--- src/verilog/lun_status_regs.svh ---
// Register offsets, field positions, opcodes and reset values of the unit status block
`ifndef LUN_STATUS_REGS_SVH
`define LUN_STATUS_REGS_SVH

// ****************************************
// Geometry
// ****************************************
`define LS_NUM_PLANES        4
`define LS_PLANE_AW          2

// ****************************************
// Register byte offsets
// ****************************************
`define LS_OFF_CTRL          12'h000
`define LS_OFF_UNIT_STATUS   12'h004
`define LS_OFF_IRQ_STATUS    12'h008
`define LS_OFF_IRQ_MASK      12'h00C
`define LS_OFF_STATE         12'h010

// ****************************************
// Control fields
// ****************************************
`define LS_CTRL_INTERLEAVE   0
`define LS_CTRL_RESUME_LO    1
`define LS_CTRL_RESUME_HI    2
`define LS_CTRL_CONFIRM_LO   8
`define LS_CTRL_CONFIRM_HI   15

// ****************************************
// Interrupt event bits
// ****************************************
`define LS_IRQ_RETURNED      0
`define LS_IRQ_DESELECTED    1
`define LS_IRQ_OUTPUT_OFF    2
`define LS_IRQ_W             3

// ****************************************
// Opcodes
// ****************************************
`define LS_OP_STATUS         8'h70
`define LS_OP_STATUS_ENH     8'h78
`define LS_OP_READ_A         8'h30
`define LS_OP_READ_B         8'h31
`define LS_OP_READ_C         8'h32
`define LS_OP_READ_D         8'h35

// ****************************************
// Reset values
// ****************************************
`define LS_RST_CTRL          32'h0000_0000
`define LS_RST_UNIT_STATUS   8'hE0
`define LS_RST_OPCODE        8'h00
`define LS_RST_FAIL          2'h0

`endif

--- src/verilog/lun_status_pkg.sv ---
// Types shared by the unit status block
package lun_status_pkg;

    // ****************************************
    // State and mode types
    // ****************************************
    typedef enum logic [3:0] {
        ST_IDLE,
        ST_IDLE_RD,
        ST_EXECUTE,
        ST_VALUE,
        ST_ENHANCED,
        ST_LEGACY,
        ST_MPL_COMP,
        ST_MPL_ADDR,
        ST_UNIT,
        ST_RESUME,
        ST_OUTPUT_OFF
    } state_t;

    typedef enum logic [1:0] {
        RES_IDLE,
        RES_IDLE_RD,
        RES_HANDBACK
    } resume_t;

    typedef enum logic [1:0] {
        KIND_VALUE,
        KIND_ENHANCED,
        KIND_LEGACY
    } req_kind_t;

    // ****************************************
    // Carriers
    // ****************************************
    typedef struct packed {
        logic       status_req;
        logic       cmd_valid;
        logic [7:0] cmd_code;
        logic       row_selects_unit;
        logic [1:0] plane_addr;
        logic       out_off_req;
        logic       reset_done;
    } target_req_t;

    typedef struct packed {
        logic       valid;
        logic [1:0] plane;
        logic [1:0] bits;
    } fail_event_t;

    typedef struct packed {
        logic       valid;
        logic [7:0] data;
    } status_resp_t;

    typedef struct packed {
        logic       interleave_active;
        resume_t    resume_state;
        logic [7:0] last_confirm_opcode;
        logic [7:0] unit_status_reg;
    } ctrl_t;

endpackage

--- src/verilog/plane_fail_store.sv ---
// Per-plane failure records and the status words built from them
`timescale 1ns/10ps
`include "lun_status_regs.svh"

module plane_fail_store (
    // Clock and reset
    input  wire logic                       i_clock,
    input  wire logic                       i_rst_b,
    // Record updates
    input  wire lun_status_pkg::fail_event_t i_fail,
    input  wire logic                       i_clear,
    // Status composition
    input  wire logic [7:0]                 i_unit_status,
    input  wire logic [1:0]                 i_plane_addr,
    output logic [7:0]                      o_mpl_word,
    output logic [7:0]                      o_addr_word
);
    import lun_status_pkg::*;

    logic [1:0] plane_fail_bits [`LS_NUM_PLANES];
    logic [`LS_NUM_PLANES-1:0] fail_hi;
    logic [`LS_NUM_PLANES-1:0] fail_lo;

    // ****************************************
    // Records, set wins over clear
    // ****************************************
    genvar p;
    generate
        for (p = 0; p < `LS_NUM_PLANES; p++) begin : g_plane
            always_ff @(posedge i_clock or negedge i_rst_b) begin
                if (!i_rst_b) begin
                    plane_fail_bits[p] <= `LS_RST_FAIL;
                end else if (i_fail.valid && i_fail.plane == p) begin
                    plane_fail_bits[p] <= i_fail.bits;
                end else if (i_clear) begin
                    plane_fail_bits[p] <= `LS_RST_FAIL;
                end
            end
            assign fail_hi[p] = plane_fail_bits[p][1];
            assign fail_lo[p] = plane_fail_bits[p][0];
        end
    endgenerate

    // ****************************************
    // Status words
    // ****************************************
    assign o_mpl_word  = {i_unit_status[7:2], |fail_hi, |fail_lo};
    assign o_addr_word = {i_unit_status[7:2], plane_fail_bits[i_plane_addr]};

endmodule

--- src/verilog/lun_status_apb.sv ---
// APB register file and interrupt logic of the unit status block
`timescale 1ns/10ps
`include "lun_status_regs.svh"

module lun_status_apb (
    // Clock and reset
    input  wire logic                  i_clock,
    input  wire logic                  i_rst_b,
    // APB
    input  wire logic                  i_psel,
    input  wire logic                  i_penable,
    input  wire logic                  i_pwrite,
    input  wire logic [11:0]           i_paddr,
    input  wire logic [31:0]           i_pwdata,
    output logic [31:0]                o_prdata,
    output logic                       o_pready,
    output logic                       o_pslverr,
    // Block side
    input  wire logic [`LS_IRQ_W-1:0]  i_events,
    input  wire logic [15:0]           i_state_word,
    output lun_status_pkg::ctrl_t      o_ctrl,
    output logic                       o_irq
);
    import lun_status_pkg::*;

    logic [31:0]          ctrl_reg;
    logic [7:0]           unit_status_reg;
    logic [`LS_IRQ_W-1:0] irq_status_reg;
    logic [`LS_IRQ_W-1:0] irq_mask_reg;
    logic [31:0]          rdata_next;
    logic                 hit;
    logic                 wr_en;
    logic                 setup;

    assign setup    = i_psel && !i_penable;
    assign wr_en    = i_psel && i_penable && i_pwrite;
    assign o_pready = 1'b1;

    // ****************************************
    // Address decode
    // ****************************************
    always_comb begin
        hit        = 1'b1;
        rdata_next = 32'h0000_0000;
        if (i_paddr == `LS_OFF_CTRL) begin
            rdata_next = ctrl_reg;
        end else if (i_paddr == `LS_OFF_UNIT_STATUS) begin
            rdata_next = {24'h00_0000, unit_status_reg};
        end else if (i_paddr == `LS_OFF_IRQ_STATUS) begin
            rdata_next = {29'h0000_0000, irq_status_reg};
        end else if (i_paddr == `LS_OFF_IRQ_MASK) begin
            rdata_next = {29'h0000_0000, irq_mask_reg};
        end else if (i_paddr == `LS_OFF_STATE) begin
            rdata_next = {16'h0000, i_state_word};
        end else begin
            hit = 1'b0;
        end
    end

    // ****************************************
    // Read data and error
    // ****************************************
    always_ff @(posedge i_clock or negedge i_rst_b) begin
        if (!i_rst_b) begin
            o_prdata  <= 32'h0000_0000;
            o_pslverr <= 1'b0;
        end else if (setup) begin
            o_prdata  <= i_pwrite ? 32'h0000_0000 : rdata_next;
            o_pslverr <= !hit;
        end
    end

    // ****************************************
    // Writable registers
    // ****************************************
    always_ff @(posedge i_clock or negedge i_rst_b) begin
        if (!i_rst_b) begin
            ctrl_reg        <= `LS_RST_CTRL;
            unit_status_reg <= `LS_RST_UNIT_STATUS;
            irq_mask_reg    <= '0;
        end else if (wr_en) begin
            if (i_paddr == `LS_OFF_CTRL) begin
                ctrl_reg <= i_pwdata & 32'h0000_FF07;
            end else if (i_paddr == `LS_OFF_UNIT_STATUS) begin
                unit_status_reg <= i_pwdata[7:0];
            end else if (i_paddr == `LS_OFF_IRQ_MASK) begin
                irq_mask_reg <= i_pwdata[`LS_IRQ_W-1:0];
            end
        end
    end

    // ****************************************
    // Sticky events, set wins over clear
    // ****************************************
    always_ff @(posedge i_clock or negedge i_rst_b) begin
        if (!i_rst_b) begin
            irq_status_reg <= '0;
        end else if (wr_en && i_paddr == `LS_OFF_IRQ_STATUS) begin
            irq_status_reg <= (irq_status_reg & ~i_pwdata[`LS_IRQ_W-1:0]) | i_events;
        end else begin
            irq_status_reg <= irq_status_reg | i_events;
        end
    end

    assign o_irq = |(irq_status_reg & irq_mask_reg);

    assign o_ctrl.interleave_active   = ctrl_reg[`LS_CTRL_INTERLEAVE];
    assign o_ctrl.resume_state        = resume_t'(ctrl_reg[`LS_CTRL_RESUME_HI:`LS_CTRL_RESUME_LO]);
    assign o_ctrl.last_confirm_opcode = ctrl_reg[`LS_CTRL_CONFIRM_HI:`LS_CTRL_CONFIRM_LO];
    assign o_ctrl.unit_status_reg     = unit_status_reg;

endmodule

--- src/verilog/lun_status_fsm.sv ---
// Unit status state machine: status selection, composition, return and output release
//
// Contract
// - Execute routes request, 78h, 70h to states
// - Value picks multi-plane, addressed-plane or unit status
// - Multi-plane: bits 7..2 copied, 1..0 ORed
// - Legacy records 70h, then resumes
// - Unit state returns whole status, then resumes
// - Idle plus read confirm goes idle-after-read
// - Output-off drops driver; idle-after-read resumes idle
// - Per-plane failure records cleared by unit reset
//
// Implementation choices: the placing of the registers and the APB register port.
`timescale 1ns/10ps
`include "lun_status_regs.svh"

module lun_status_fsm (
    // Clock and reset
    input  wire logic                          i_clock,
    input  wire logic                          i_rst_b,
    // APB
    input  wire logic                          i_psel,
    input  wire logic                          i_penable,
    input  wire logic                          i_pwrite,
    input  wire logic [11:0]                   i_paddr,
    input  wire logic [31:0]                   i_pwdata,
    output logic [31:0]                        o_prdata,
    output logic                               o_pready,
    output logic                               o_pslverr,
    // Target side
    input  wire lun_status_pkg::target_req_t   i_target,
    input  wire lun_status_pkg::fail_event_t   i_fail,
    output lun_status_pkg::status_resp_t       o_status,
    output logic                               o_out_enable,
    output logic                               o_handback,
    // Interrupt
    output logic                               o_irq
);
    import lun_status_pkg::*;

    state_t       state_reg;
    state_t       state_next;
    state_t       resume_dest;
    req_kind_t    kind_reg;
    ctrl_t        ctrl;
    logic [7:0]   saved_status_opcode;
    logic [7:0]   mpl_word;
    logic [7:0]   addr_word;
    logic         read_confirm;
    logic         status_cmd;
    logic         interleave_active;
    resume_t      resume_state;
    logic [7:0]   last_confirm_opcode;
    logic [7:0]   unit_status_reg;
    logic [`LS_IRQ_W-1:0] events;

    assign interleave_active   = ctrl.interleave_active;
    assign resume_state        = ctrl.resume_state;
    assign last_confirm_opcode = ctrl.last_confirm_opcode;
    assign unit_status_reg     = ctrl.unit_status_reg;

    // ****************************************
    // Register file
    // ****************************************
    lun_status_apb lun_status_apb_i (
        .i_clock      (i_clock),
        .i_rst_b      (i_rst_b),
        .i_psel       (i_psel),
        .i_penable    (i_penable),
        .i_pwrite     (i_pwrite),
        .i_paddr      (i_paddr),
        .i_pwdata     (i_pwdata),
        .o_prdata     (o_prdata),
        .o_pready     (o_pready),
        .o_pslverr    (o_pslverr),
        .i_events     (events),
        .i_state_word ({saved_status_opcode, 4'h0, state_reg}),
        .o_ctrl       (ctrl),
        .o_irq        (o_irq)
    );

    // ****************************************
    // Failure records
    // ****************************************
    plane_fail_store plane_fail_store_i (
        .i_clock       (i_clock),
        .i_rst_b       (i_rst_b),
        .i_fail        (i_fail),
        .i_clear       (i_target.reset_done),
        .i_unit_status (unit_status_reg),
        .i_plane_addr  (i_target.plane_addr),
        .o_mpl_word    (mpl_word),
        .o_addr_word   (addr_word)
    );

    // ****************************************
    // Decisions
    // ****************************************
    assign read_confirm = (last_confirm_opcode == `LS_OP_READ_A) ||
                          (last_confirm_opcode == `LS_OP_READ_B) ||
                          (last_confirm_opcode == `LS_OP_READ_C) ||
                          (last_confirm_opcode == `LS_OP_READ_D);

    assign status_cmd = i_target.cmd_valid &&
                        ((i_target.cmd_code == `LS_OP_STATUS) ||
                         (i_target.cmd_code == `LS_OP_STATUS_ENH));

    always_comb begin
        resume_dest = ST_IDLE;
        if (resume_state == RES_IDLE_RD) begin
            resume_dest = ST_IDLE_RD;
        end
    end

    // ****************************************
    // Next state
    // ****************************************
    always_comb begin
        state_next = state_reg;
        case (state_reg)
            ST_IDLE, ST_IDLE_RD: begin
                if (i_target.status_req || status_cmd) begin
                    state_next = ST_EXECUTE;
                end else if (i_target.out_off_req) begin
                    state_next = ST_OUTPUT_OFF;
                end
            end
            ST_EXECUTE: begin
                case (kind_reg)
                    KIND_ENHANCED: state_next = ST_ENHANCED;
                    KIND_LEGACY:   state_next = ST_LEGACY;
                    default:       state_next = ST_VALUE;
                endcase
            end
            ST_VALUE: begin
                if (interleave_active && saved_status_opcode == `LS_OP_STATUS) begin
                    state_next = ST_MPL_COMP;
                end else if (interleave_active &&
                             saved_status_opcode == `LS_OP_STATUS_ENH) begin
                    state_next = ST_MPL_ADDR;
                end else begin
                    state_next = ST_UNIT;
                end
            end
            ST_ENHANCED: begin
                state_next = i_target.row_selects_unit ? ST_VALUE : ST_RESUME;
            end
            ST_LEGACY, ST_MPL_COMP, ST_MPL_ADDR, ST_UNIT: begin
                state_next = ST_RESUME;
            end
            ST_RESUME: begin
                if (resume_state == RES_IDLE && read_confirm) begin
                    state_next = ST_IDLE_RD;
                end else begin
                    state_next = resume_dest;
                end
            end
            ST_OUTPUT_OFF: begin
                if (resume_state == RES_IDLE_RD) begin
                    state_next = ST_IDLE;
                end else begin
                    state_next = resume_dest;
                end
            end
            default: state_next = ST_IDLE;
        endcase
    end

    always_ff @(posedge i_clock or negedge i_rst_b) begin
        if (!i_rst_b) begin
            state_reg <= ST_IDLE;
        end else begin
            state_reg <= state_next;
        end
    end

    // ****************************************
    // Request kind capture
    // ****************************************
    always_ff @(posedge i_clock or negedge i_rst_b) begin
        if (!i_rst_b) begin
            kind_reg <= KIND_VALUE;
        end else if (state_reg == ST_IDLE || state_reg == ST_IDLE_RD) begin
            if (i_target.status_req) begin
                kind_reg <= KIND_VALUE;
            end else if (status_cmd && i_target.cmd_code == `LS_OP_STATUS_ENH) begin
                kind_reg <= KIND_ENHANCED;
            end else if (status_cmd) begin
                kind_reg <= KIND_LEGACY;
            end
        end
    end

    // ****************************************
    // Saved status opcode
    // ****************************************
    always_ff @(posedge i_clock or negedge i_rst_b) begin
        if (!i_rst_b) begin
            saved_status_opcode <= `LS_RST_OPCODE;
        end else if (state_reg == ST_LEGACY) begin
            saved_status_opcode <= `LS_OP_STATUS;
        end else if (state_reg == ST_ENHANCED && i_target.row_selects_unit) begin
            saved_status_opcode <= `LS_OP_STATUS_ENH;
        end
    end

    // ****************************************
    // Status answer and output driver
    // ****************************************
    always_ff @(posedge i_clock or negedge i_rst_b) begin
        if (!i_rst_b) begin
            o_status <= '0;
        end else begin
            o_status.valid <= 1'b0;
            if (state_reg == ST_MPL_COMP) begin
                o_status.valid <= 1'b1;
                o_status.data  <= mpl_word;
            end else if (state_reg == ST_MPL_ADDR) begin
                o_status.valid <= 1'b1;
                o_status.data  <= addr_word;
            end else if (state_reg == ST_UNIT) begin
                o_status.valid <= 1'b1;
                o_status.data  <= unit_status_reg;
            end
        end
    end

    always_ff @(posedge i_clock or negedge i_rst_b) begin
        if (!i_rst_b) begin
            o_out_enable <= 1'b0;
        end else if (state_reg == ST_OUTPUT_OFF) begin
            o_out_enable <= 1'b0;
        end else if (state_reg inside {ST_MPL_COMP, ST_MPL_ADDR, ST_UNIT}) begin
            o_out_enable <= 1'b1;
        end
    end

    always_ff @(posedge i_clock or negedge i_rst_b) begin
        if (!i_rst_b) begin
            o_handback <= 1'b0;
        end else begin
            o_handback <= (state_reg == ST_RESUME || state_reg == ST_OUTPUT_OFF) &&
                          resume_state == RES_HANDBACK;
        end
    end

    assign events[`LS_IRQ_RETURNED]   = o_status.valid;
    assign events[`LS_IRQ_DESELECTED] = state_reg == ST_ENHANCED && !i_target.row_selects_unit;
    assign events[`LS_IRQ_OUTPUT_OFF] = state_reg == ST_OUTPUT_OFF;

    // ****************************************
    // Checks
    // ****************************************
    AST_EXEC_ROUTE: assert property (
        @(posedge i_clock) disable iff (!i_rst_b)
        (state_reg == ST_EXECUTE) |=> state_reg == ((kind_reg == KIND_ENHANCED) ? ST_ENHANCED :
            (kind_reg == KIND_LEGACY) ? ST_LEGACY : ST_VALUE))
        else $error("execute state routed wrongly");

    AST_VALUE_PICK: assert property (
        @(posedge i_clock) disable iff (!i_rst_b)
        (state_reg == ST_VALUE && interleave_active && saved_status_opcode == `LS_OP_STATUS)
        |=> state_reg == ST_MPL_COMP ##1 state_reg == ST_RESUME)
        else $error("multi-plane status not chosen");

    AST_MPL_WORD: assert property (
        @(posedge i_clock) disable iff (!i_rst_b)
        (state_reg == ST_MPL_COMP) |=> o_status.valid && o_status.data == $past(mpl_word)
        && o_status.data[7:2] == $past(unit_status_reg[7:2]))
        else $error("multi-plane status word wrong");

    AST_LEGACY_SAVE: assert property (
        @(posedge i_clock) disable iff (!i_rst_b)
        (state_reg == ST_LEGACY) |=> saved_status_opcode == `LS_OP_STATUS
        && state_reg == ST_RESUME && !o_status.valid)
        else $error("legacy status not recorded");

    AST_UNIT_WORD: assert property (
        @(posedge i_clock) disable iff (!i_rst_b)
        (state_reg == ST_UNIT) |=> o_status.valid && o_out_enable
        && o_status.data == $past(unit_status_reg))
        else $error("unit status not returned");

    AST_IDLE_READ: assert property (
        @(posedge i_clock) disable iff (!i_rst_b)
        (state_reg == ST_RESUME && resume_state == RES_IDLE && read_confirm)
        |=> state_reg == ST_IDLE_RD)
        else $error("idle-after-read not taken");

    AST_OUTPUT_OFF: assert property (
        @(posedge i_clock) disable iff (!i_rst_b)
        (state_reg == ST_OUTPUT_OFF && resume_state == RES_IDLE_RD)
        |=> !o_out_enable && state_reg == ST_IDLE)
        else $error("output driver not released");

    AST_FAIL_CLEAR: assert property (
        @(posedge i_clock) disable iff (!i_rst_b)
        (i_target.reset_done && !i_fail.valid) |=> mpl_word[1:0] == 2'h0)
        else $error("failure records not cleared");

    AST_ENH_DESELECT: assert property (
        @(posedge i_clock) disable iff (!i_rst_b)
        (state_reg == ST_ENHANCED && !i_target.row_selects_unit)
        |=> state_reg == ST_RESUME && $stable(saved_status_opcode))
        else $error("unselected unit answered enhanced status");

endmodule

--- config.mk ---
export PLATFORM = sky130hd
export DESIGN_NAME = lun_status_fsm
export DESIGN_NICKNAME = d
export VERILOG_FILES = /design/src/verilog/lun_status_pkg.sv /design/src/verilog/plane_fail_store.sv /design/src/verilog/lun_status_apb.sv /design/src/verilog/lun_status_fsm.sv
export VERILOG_INCLUDE_DIRS = /design/src /design/src/verilog
export SDC_FILE = /design/constraint.sdc
export NUM_CORES = 1
export LEC_CHECK = 0
export BUFFER_PORTS_ARGS = -buffer_cell sky130_fd_sc_hd__buf_2
export CAP_MARGIN = 20
export CORE_UTILIZATION = 30
export CTS_CLUSTER_DIAMETER = 60
export DETAILED_ROUTE_END_ITERATION = 10
export HOLD_SLACK_MARGIN = 0.05
export SYNTH_ARGS = -nofsm -noshare
export SYNTH_HDL_FRONTEND = slang
export SYNTH_SLANG_ARGS = --single-unit
--- constraint.sdc ---
create_clock -name i_clock -period 1.96 [get_ports i_clock]
set_input_delay 0.392 -clock i_clock [delete_from_list [all_inputs] [get_ports i_clock]]
set_output_delay 0.392 -clock i_clock [all_outputs]
set_load 0.01 [all_outputs]
==> metrics.md, run 1 <==
| Metric | Value |
|---|---|
| IO Port Bufs | 81 |
| Met3 usage | 0.0305 |
| Vias in the first global route | 2,703 |
| CTS H-tree depth | 3 |
| Vias | 2,672 |
| Tot Pwr | 4.03 mW |
| DR WL/cell | 14.6 um |
| Reg2Reg Depth | 4 |
| Tmin final | 1.73 ns |
| Layout cells sized above 1 | 0.391 |
| Core area | 11,000 um^2 |
| # rows | 38 |
| Antenna viol nets, final | 0 |
| YS warnings | 0 |
| Most Crowded Layer GR | met2 |
| Grt total ovfl | 0 |
| Slew @ Worst Pin | 0.586 ns |
| Die width | 109 um |
| Final GP Congestion | 0.846 |
| Post-synth EDFFs | 0 |
| Crit. End Element | register |
| Asr flop ratio synth | 1.00 |
| RSZ-0062 raised after global routing | false |
| Fin util | 0.394 |
| Tot GR Track Use | 0.148 |
| Met2 Use GR | 0.247 |
| DRT Wirelength | 8150 um |
| Slowest CP cell | dfrtp_1 |
| Critical path's largest stage delay | 0.45 ns |
| Area grow syn2layout | 26.2% |
| DP HPWL | 6140 um |
| Cells after Synth | 313 |
| Crit path buf inv count | 0 |
| Setup-failing EPs final | 0 |
| WS Path Type | reg -> reg |
| Die Y | 109 um |
| Slew HR | 0.609 |
| Nets@finish | 482 |
| Placed instance count | 541 |
| Cts hold-fix bufs | 0 |
| Crit path cell chain | nand2b_1, or3_1, and2_1, mux2_2 |
| Post-CTS setup repair buffer count | 0 |
| DRT iter0 DRCs | 100 |
| Post-route clock period utilization | 0.883 |
| Initial Util | 0.312 |
| Die Area | 11,900 um^2 |
| Int Pwr | 2.81 mW |
| Drt first pass iters | 4 |
| R2R setup slack | 0.23 ns |
| TritonCTS buffer count | 9 |
| Hold crit path type | in -> async |
| Max Slew Vio Count | 0 |
| Combinational share of power | 0.225 |
| Critical path peak fanout | 9 |
| Crit path DAT | 1.94 ns |
| Largest register FFs | 16 |
| Status | finished, final reports clean |
| CP Data Required Time | 2.17 ns |
| Seq pwr share | 0.411 |
| Fmax | 578 MHz |
| Distinct cells, synth | 51 |
| Vias/cell | 4.80 |
| Primary FF master, synth | dfrtp_1 |
| Clk buf depth | 2 |
| Leakage | 2.22 nW |
| Clock root cell | clkbuf_16 |
| ANT cells | 0 |
| IO Pins | 115 |
| Startpoint Class | register |
| Clock Sink Count | 69 |
| Pwr dens | 929 nW/um^2 |
| Global-route wire length before repair | 13,400 um |
| Synth Cell Area | 3440 um^2 |
| Antenna violations before repair | 0 |
| Post-cts gate resize count | 0 |
| Placement Cell Area | 4070 um^2 |
| Post-synthesis sequential element count | 69 |
| CTS tree | done |
| Total net switching power | 1.22 mW |
| Clock share of power | 0.364 |
| Worst VDD drop | 420 uV |
| Final Instance Area | 4340 um^2 |
| Drc violations | 0 |
| R2r endpoint | o_status[4] |
| GRT met1 Usage | 0.191 |
| Largest net degree at the start of global routing | 70 |
| Clk_lat worst skew | 0.33 ns |
| Final hold vios | 0 |
| Critical R2R Launch | state_reg[3] |
| Mean post-synth cell area | 11.0 um^2 |
| Post-synthesis sequential area ratio | 0.503 |
| Net Sw Frac | 0.303 |
| CTS clk-pin slew, worst paths | 0.06 ns |
| Total of max-cap violations | 0 |
| Worst Skew | 0.00654 ns |
| Crit path max-delay family | simple AND/OR/NAND/NOR gates |
| Fin cells | 557 |
-- how the worst max path moves through the flow --
stage | startpoint | end | slack (ns) | cells past startpoint
final | state_reg[3] | o_status[4] | 0.23 | 4
after global routing | state_reg[3] | o_status[2] | 0.15 | 4
after CTS | state_reg[3] | o_status[4] | 0.19 | 4
after detailed placement | i_paddr[9] | lun_status_apb_i.irq_mask_reg[2] | -0.03 | 7
after global placement | i_paddr[1] | lun_status_apb_i.ctrl_reg[9] | -0.008 | 7
after floorplan | i_paddr[1] | lun_status_apb_i.unit_status_reg[0] | 0.15 | 4
-- power groups by stage --
stage          Clock (mW)  Sequential [mW]  Combinational (mW)
6_report             1.47             1.66               0.907
5_1_grt              1.56             1.68                1.02
4_1_cts              1.51             1.66               0.918
3_5_place_dp            0             1.68               0.914
3_3_place_gp            0             1.67               0.891
2_1_floorplan           0             1.65               0.596
-- cell families after synthesis --
family / count (synthesis) / synth area share
buffers and inverters: 44 / 0.0687
AO/OA/AOI/OAI: 65 / 0.125
XOR/XNOR: 1 / 0.00254
other: 2 / 0.00218
adder cells (fa/ha/maj): 1 / 0.00363
multiplexers: 38 / 0.129
AND/OR/NAND/NOR: 93 / 0.166
flip-flops: 69 / 0.503
-- per-stage QoR --
stage          setup WS, ns  hold WS (ns)  TNS, ns
2_1_floorplan         0.151        0.0964        0
3_3_place_gp       -0.00801         0.444  -0.0572
3_5_place_dp        -0.0268         0.444   -0.163
4_1_cts               0.187        0.0997        0
5_1_grt               0.149         0.125        0
6_report              0.230        0.0889        0
-- per-layer routing --
layer / vias to the layer above / share of wire
li1: 1298 / -
met1: 1315 / 0.45
met2: 53 / 0.50
met3: 6 / 0.038
met4: 0 / 0.011
met5: - / 0
-- cell usage in the layout, fill, tap and decap left out, types with 5 or more instances in the layout --
master	instances
nor2_1	14
nor3b_1	6
conb_1	17
mux2i_1	5
dfrtp_1	66
mux2_2	31
buf_2	81
nand3b_1	9
nand2b_1	9
nor4_1	5
nand2_1	20
inv_1	15
a21oi_1	11
a22o_1	9
buf_4	20
o21ai_0	19
clkbuf_16	9
a21o_1	5
-- worst register-to-register path: stages, from the launching register on --
cell	delay, ns
dfrtp_1	0.45
nand2b_1	0.11
or3_1	0.34
and2_1	0.36
mux2_2	0.36
-- Yosys cell counts (2+ instances only) --
master      n  share of area
clkbuf_1    7         0.0076
and3_1      4         0.0073
o31ai_1     3         0.0065
buf_2       3         0.0044
o211ai_1    2         0.0044
mux2i_1     5          0.015
or3_1       2         0.0036
nand3_1     3         0.0044
o22ai_1     4         0.0073
a22o_1      9          0.023
nor4b_1     2         0.0051
a211o_1     2         0.0051
nand2_1    20          0.022
nor3b_1     6          0.013
nand2b_1    9          0.016
a21oi_1    11          0.016
buf_4      18          0.039
nor3_1      4         0.0058
o41ai_1     2         0.0051
nor4_1      5         0.0091
inv_1      15          0.016
dfstp_2     3          0.023
conb_1      2         0.0022
nand3b_1    9          0.020
o21ai_0    19          0.028
mux2_2     31           0.10
dfrtp_1    66           0.48
mux4_2      2          0.013
a2bb2oi_1   2         0.0051
a31oi_1     3         0.0055
a21o_1      5          0.011
nor2_1     14          0.015
nand4_1     3         0.0055
-- final cells by class --
| type | instances | area [um^2] |
|---|---|---|
| clock buffer | 9 | 225 |
| clock inverter | 7 | 48.8 |
| fill | 1108 | 6690 |
| inverter | 15 | 56.3 |
| multi-input combinational | 215 | 1530 |
| sequential | 69 | 1730 |
| tap | 140 | 175 |
| timing repair buffer | 102 | 576 |
(Power assumes the default switching activity.)
==> run 2: changes to the inputs <==
--- a/config.mk
+++ b/config.mk
@@ -8,10 +8,13 @@
 export LEC_CHECK = 0
 export BUFFER_PORTS_ARGS = -buffer_cell sky130_fd_sc_hd__buf_2
 export CAP_MARGIN = 20
-export CORE_UTILIZATION = 30
+export CORE_ASPECT_RATIO = 0.75
+export CORE_MARGIN = 2
+export CORE_UTILIZATION = 47
 export CTS_CLUSTER_DIAMETER = 60
 export DETAILED_ROUTE_END_ITERATION = 10
 export HOLD_SLACK_MARGIN = 0.05
+export PLACE_DENSITY = 0.75
 export SYNTH_ARGS = -nofsm -noshare
 export SYNTH_HDL_FRONTEND = slang
 export SYNTH_SLANG_ARGS = --single-unit
==> run 2 against run 1 <==
Against the previous run: count of clock-buffer cells in the layout up 3; setup slack got worse by 0.029 ns; maximum frequency decreased by 1.7%; worst hold slack better by 0.16 ns; flip-flop and latch count unchanged; combinational power fell by 0.9%; clock power shrank 22%; critical path type unchanged; global-route usage increased by 6.4 points; wire length decreased by 2.2%; largest power group unchanged; cell count shrank 7.4%; clock skew decreased by 0.0019 ns; utilization is 21 points higher.
==> metrics.md, run 2 (synthesized netlist as in run 1, its figures left out) <==
| Metric | Value |
|---|---|
| Final GP Congestion | 0.842 |
| Most common cell after layout, fill and taps aside | buf_2 |
| Vias in the first global route | 2,757 |
| Worst Hold Path Cells | 2 |
| Crit path max-delay family | simple AND/OR/NAND/NOR gates |
| WS Path Type | reg -> reg |
| Tot GR Track Use | 0.211 |
| Leakage | 2.18 nW |
| DR WL/cell | 15.4 um |
| Setup-failing EPs final | 0 |
| DP HPWL | 6000 um |
| CTS clk-pin slew, worst paths | 0.07 ns |
| Critical R2R Launch | state_reg[3] |
| R2R setup slack | 0.20 ns |
| Drt first pass iters | 4 |
| Crit path cell chain | nand2b_1, or3_1, and2_1, mux2_2 |
| Setup slack after layout | 0.201 ns |
| Slowest CP cell | dfrtp_1 |
| # rows | 26 |
| Die Y | 78.1 um |
| Clk_lat worst skew | 0.34 ns |
| Crit path buf inv count | 0 |
| Tmin final | 1.76 ns |
| Placement Setup Slack | -0.00483 ns |
| DRT Wirelength | 7970 um |
| Setup tns final | 0 ns |
| Fin cells | 516 |
| Core area | 6960 um^2 |
| Antenna viol nets, final | 0 |
| Die Area | 8030 um^2 |
| Slew @ Worst Pin | 0.574 ns |
| Startpoint Class | register |
| Pwr dens | 875 nW/um^2 |
| Grt total ovfl | 0 |
| Die width | 103 um |
| Final hold vios | 0 |
| TritonCTS buffer count | 9 |
| Global-route wire length before repair | 13,000 um |
| Hold Path End | kind_reg[0] |
| CP Data Required Time | 2.19 ns |
| Total of max-cap violations | 0 |
| Antenna violations before repair | 0 |
| Drc violations | 0 |
| RSZ-0062 raised after global routing | false |
| Initial Util | 0.495 |
| ANT cells | 0 |
| Clock root cell | clkbuf_8 |
| Reg2Reg Depth | 4 |
| Slew HR | 0.617 |
| Vias | 2,738 |
| Crit path DAT | 1.99 ns |
| Largest net degree at the start of global routing | 43 |
| Tot Pwr | 3.69 mW |
| R2r endpoint | o_status[2] |
| Largest register FFs | 16 |
| Fin util | 0.606 |
| Worst Hold Launch | i_target[14] |
| Worst Skew | 0.00461 ns |
| Placed instance count | 499 |
| Worst VDD drop | 425 uV |
| DRT iter0 DRCs | 156 |
| Clk buf depth | 2 |
| Max Slew Vio Count | 0 |
| Crit. End Element | register |
| Most frequent cells in the layout | buf_2, dfrtp_1, mux2_2 |
| Vias/cell | 5.31 |
| Status | finished, final reports clean |
| Post-route clock period utilization | 0.898 |
| CTS H-tree depth | 3 |
| Critical path's largest stage delay | 0.45 ns |
| Fmax | 568 MHz |
| Layout cells sized above 1 | 0.385 |
| IO Pins | 115 |
| Critical path peak fanout | 9 |
| IO Port Bufs | 81 |
| Area grow syn2layout | 22.6% |
| Hold crit path type | in -> reg |
| Nets@finish | 483 |
| CTS tree | done |
| Clock Sink Count | 69 |
-- run 2: changes by cell type in the layout (fill, tap and decap cells not counted), sizes merged --
cell / previous run / this run
bufinv: 0 / 1
dlygate4sd3: 0 / 1
inv: 17 / 15
clkinv: 4 / 2
clkbuf: 9 / 12
-- run 2: cell type report --
cell class / count / area, um^2
Multi-Input combinational cell: 215 / 1530
Timing Repair Buffer: 103 / 586
Tap cell: 98 / 123
Inverter: 15 / 56.3
Sequential cell: 69 / 1730
Clock buffer: 12 / 145
Fill cell: 612 / 2740
Clock inverter: 4 / 47.5
-- run 2: report_power, final --
group          internal (mW)  switching [mW]  total [mW]
Clock                  0.619           0.523        1.14
Combinational          0.399           0.501       0.899
Sequential              1.55           0.103        1.65
-- run 2: timing repair --
action	in CTS	in global routing
hold buffers	1	0
buffers inserted	0	0
gates resized for setup	0	0
endpoints found under the hold margin	8	0
setup endpoints to repair	0	0
-- run 2: how the worst max path moves through the flow --
stage	startpoint	endpoint	slack, ns	cells after the start
final	state_reg[3]	o_status[2]	0.20	4
after global routing	state_reg[3]	o_status[4]	0.09	4
after CTS	state_reg[3]	o_status[2]	0.21	4
after detailed placement	i_paddr[1]	lun_status_apb_i.unit_status_reg[4]	-0.005	7
after global placement	i_paddr[1]	lun_status_apb_i.ctrl_reg[8]	0.04	7
after floorplan	i_paddr[1]	lun_status_apb_i.unit_status_reg[0]	0.15	4
-- run 2: per-stage QoR --
| stage | instance area, um^2 | hold WS (ns) |
|---|---|---|
| 6_report | 4220 | 0.245 |
| 5_1_grt | 4220 | 0.263 |
| 4_1_cts | 4220 | 0.238 |
| 3_5_place_dp | 4020 | 0.290 |
| 3_3_place_gp | 4020 | 0.284 |
| 2_1_floorplan | 3500 | 0.0964 |
-- run 2: metal layers --
layer | track usage | vias to the layer above | share of wire
met5 | 0 | - | 0
met4 | 0.0763 | 0 | 0.020
met3 | 0.0525 | 16 | 0.056
met2 | 0.322 | 93 | 0.46
met1 | 0.294 | 1334 | 0.46
li1 | - | 1295 | -
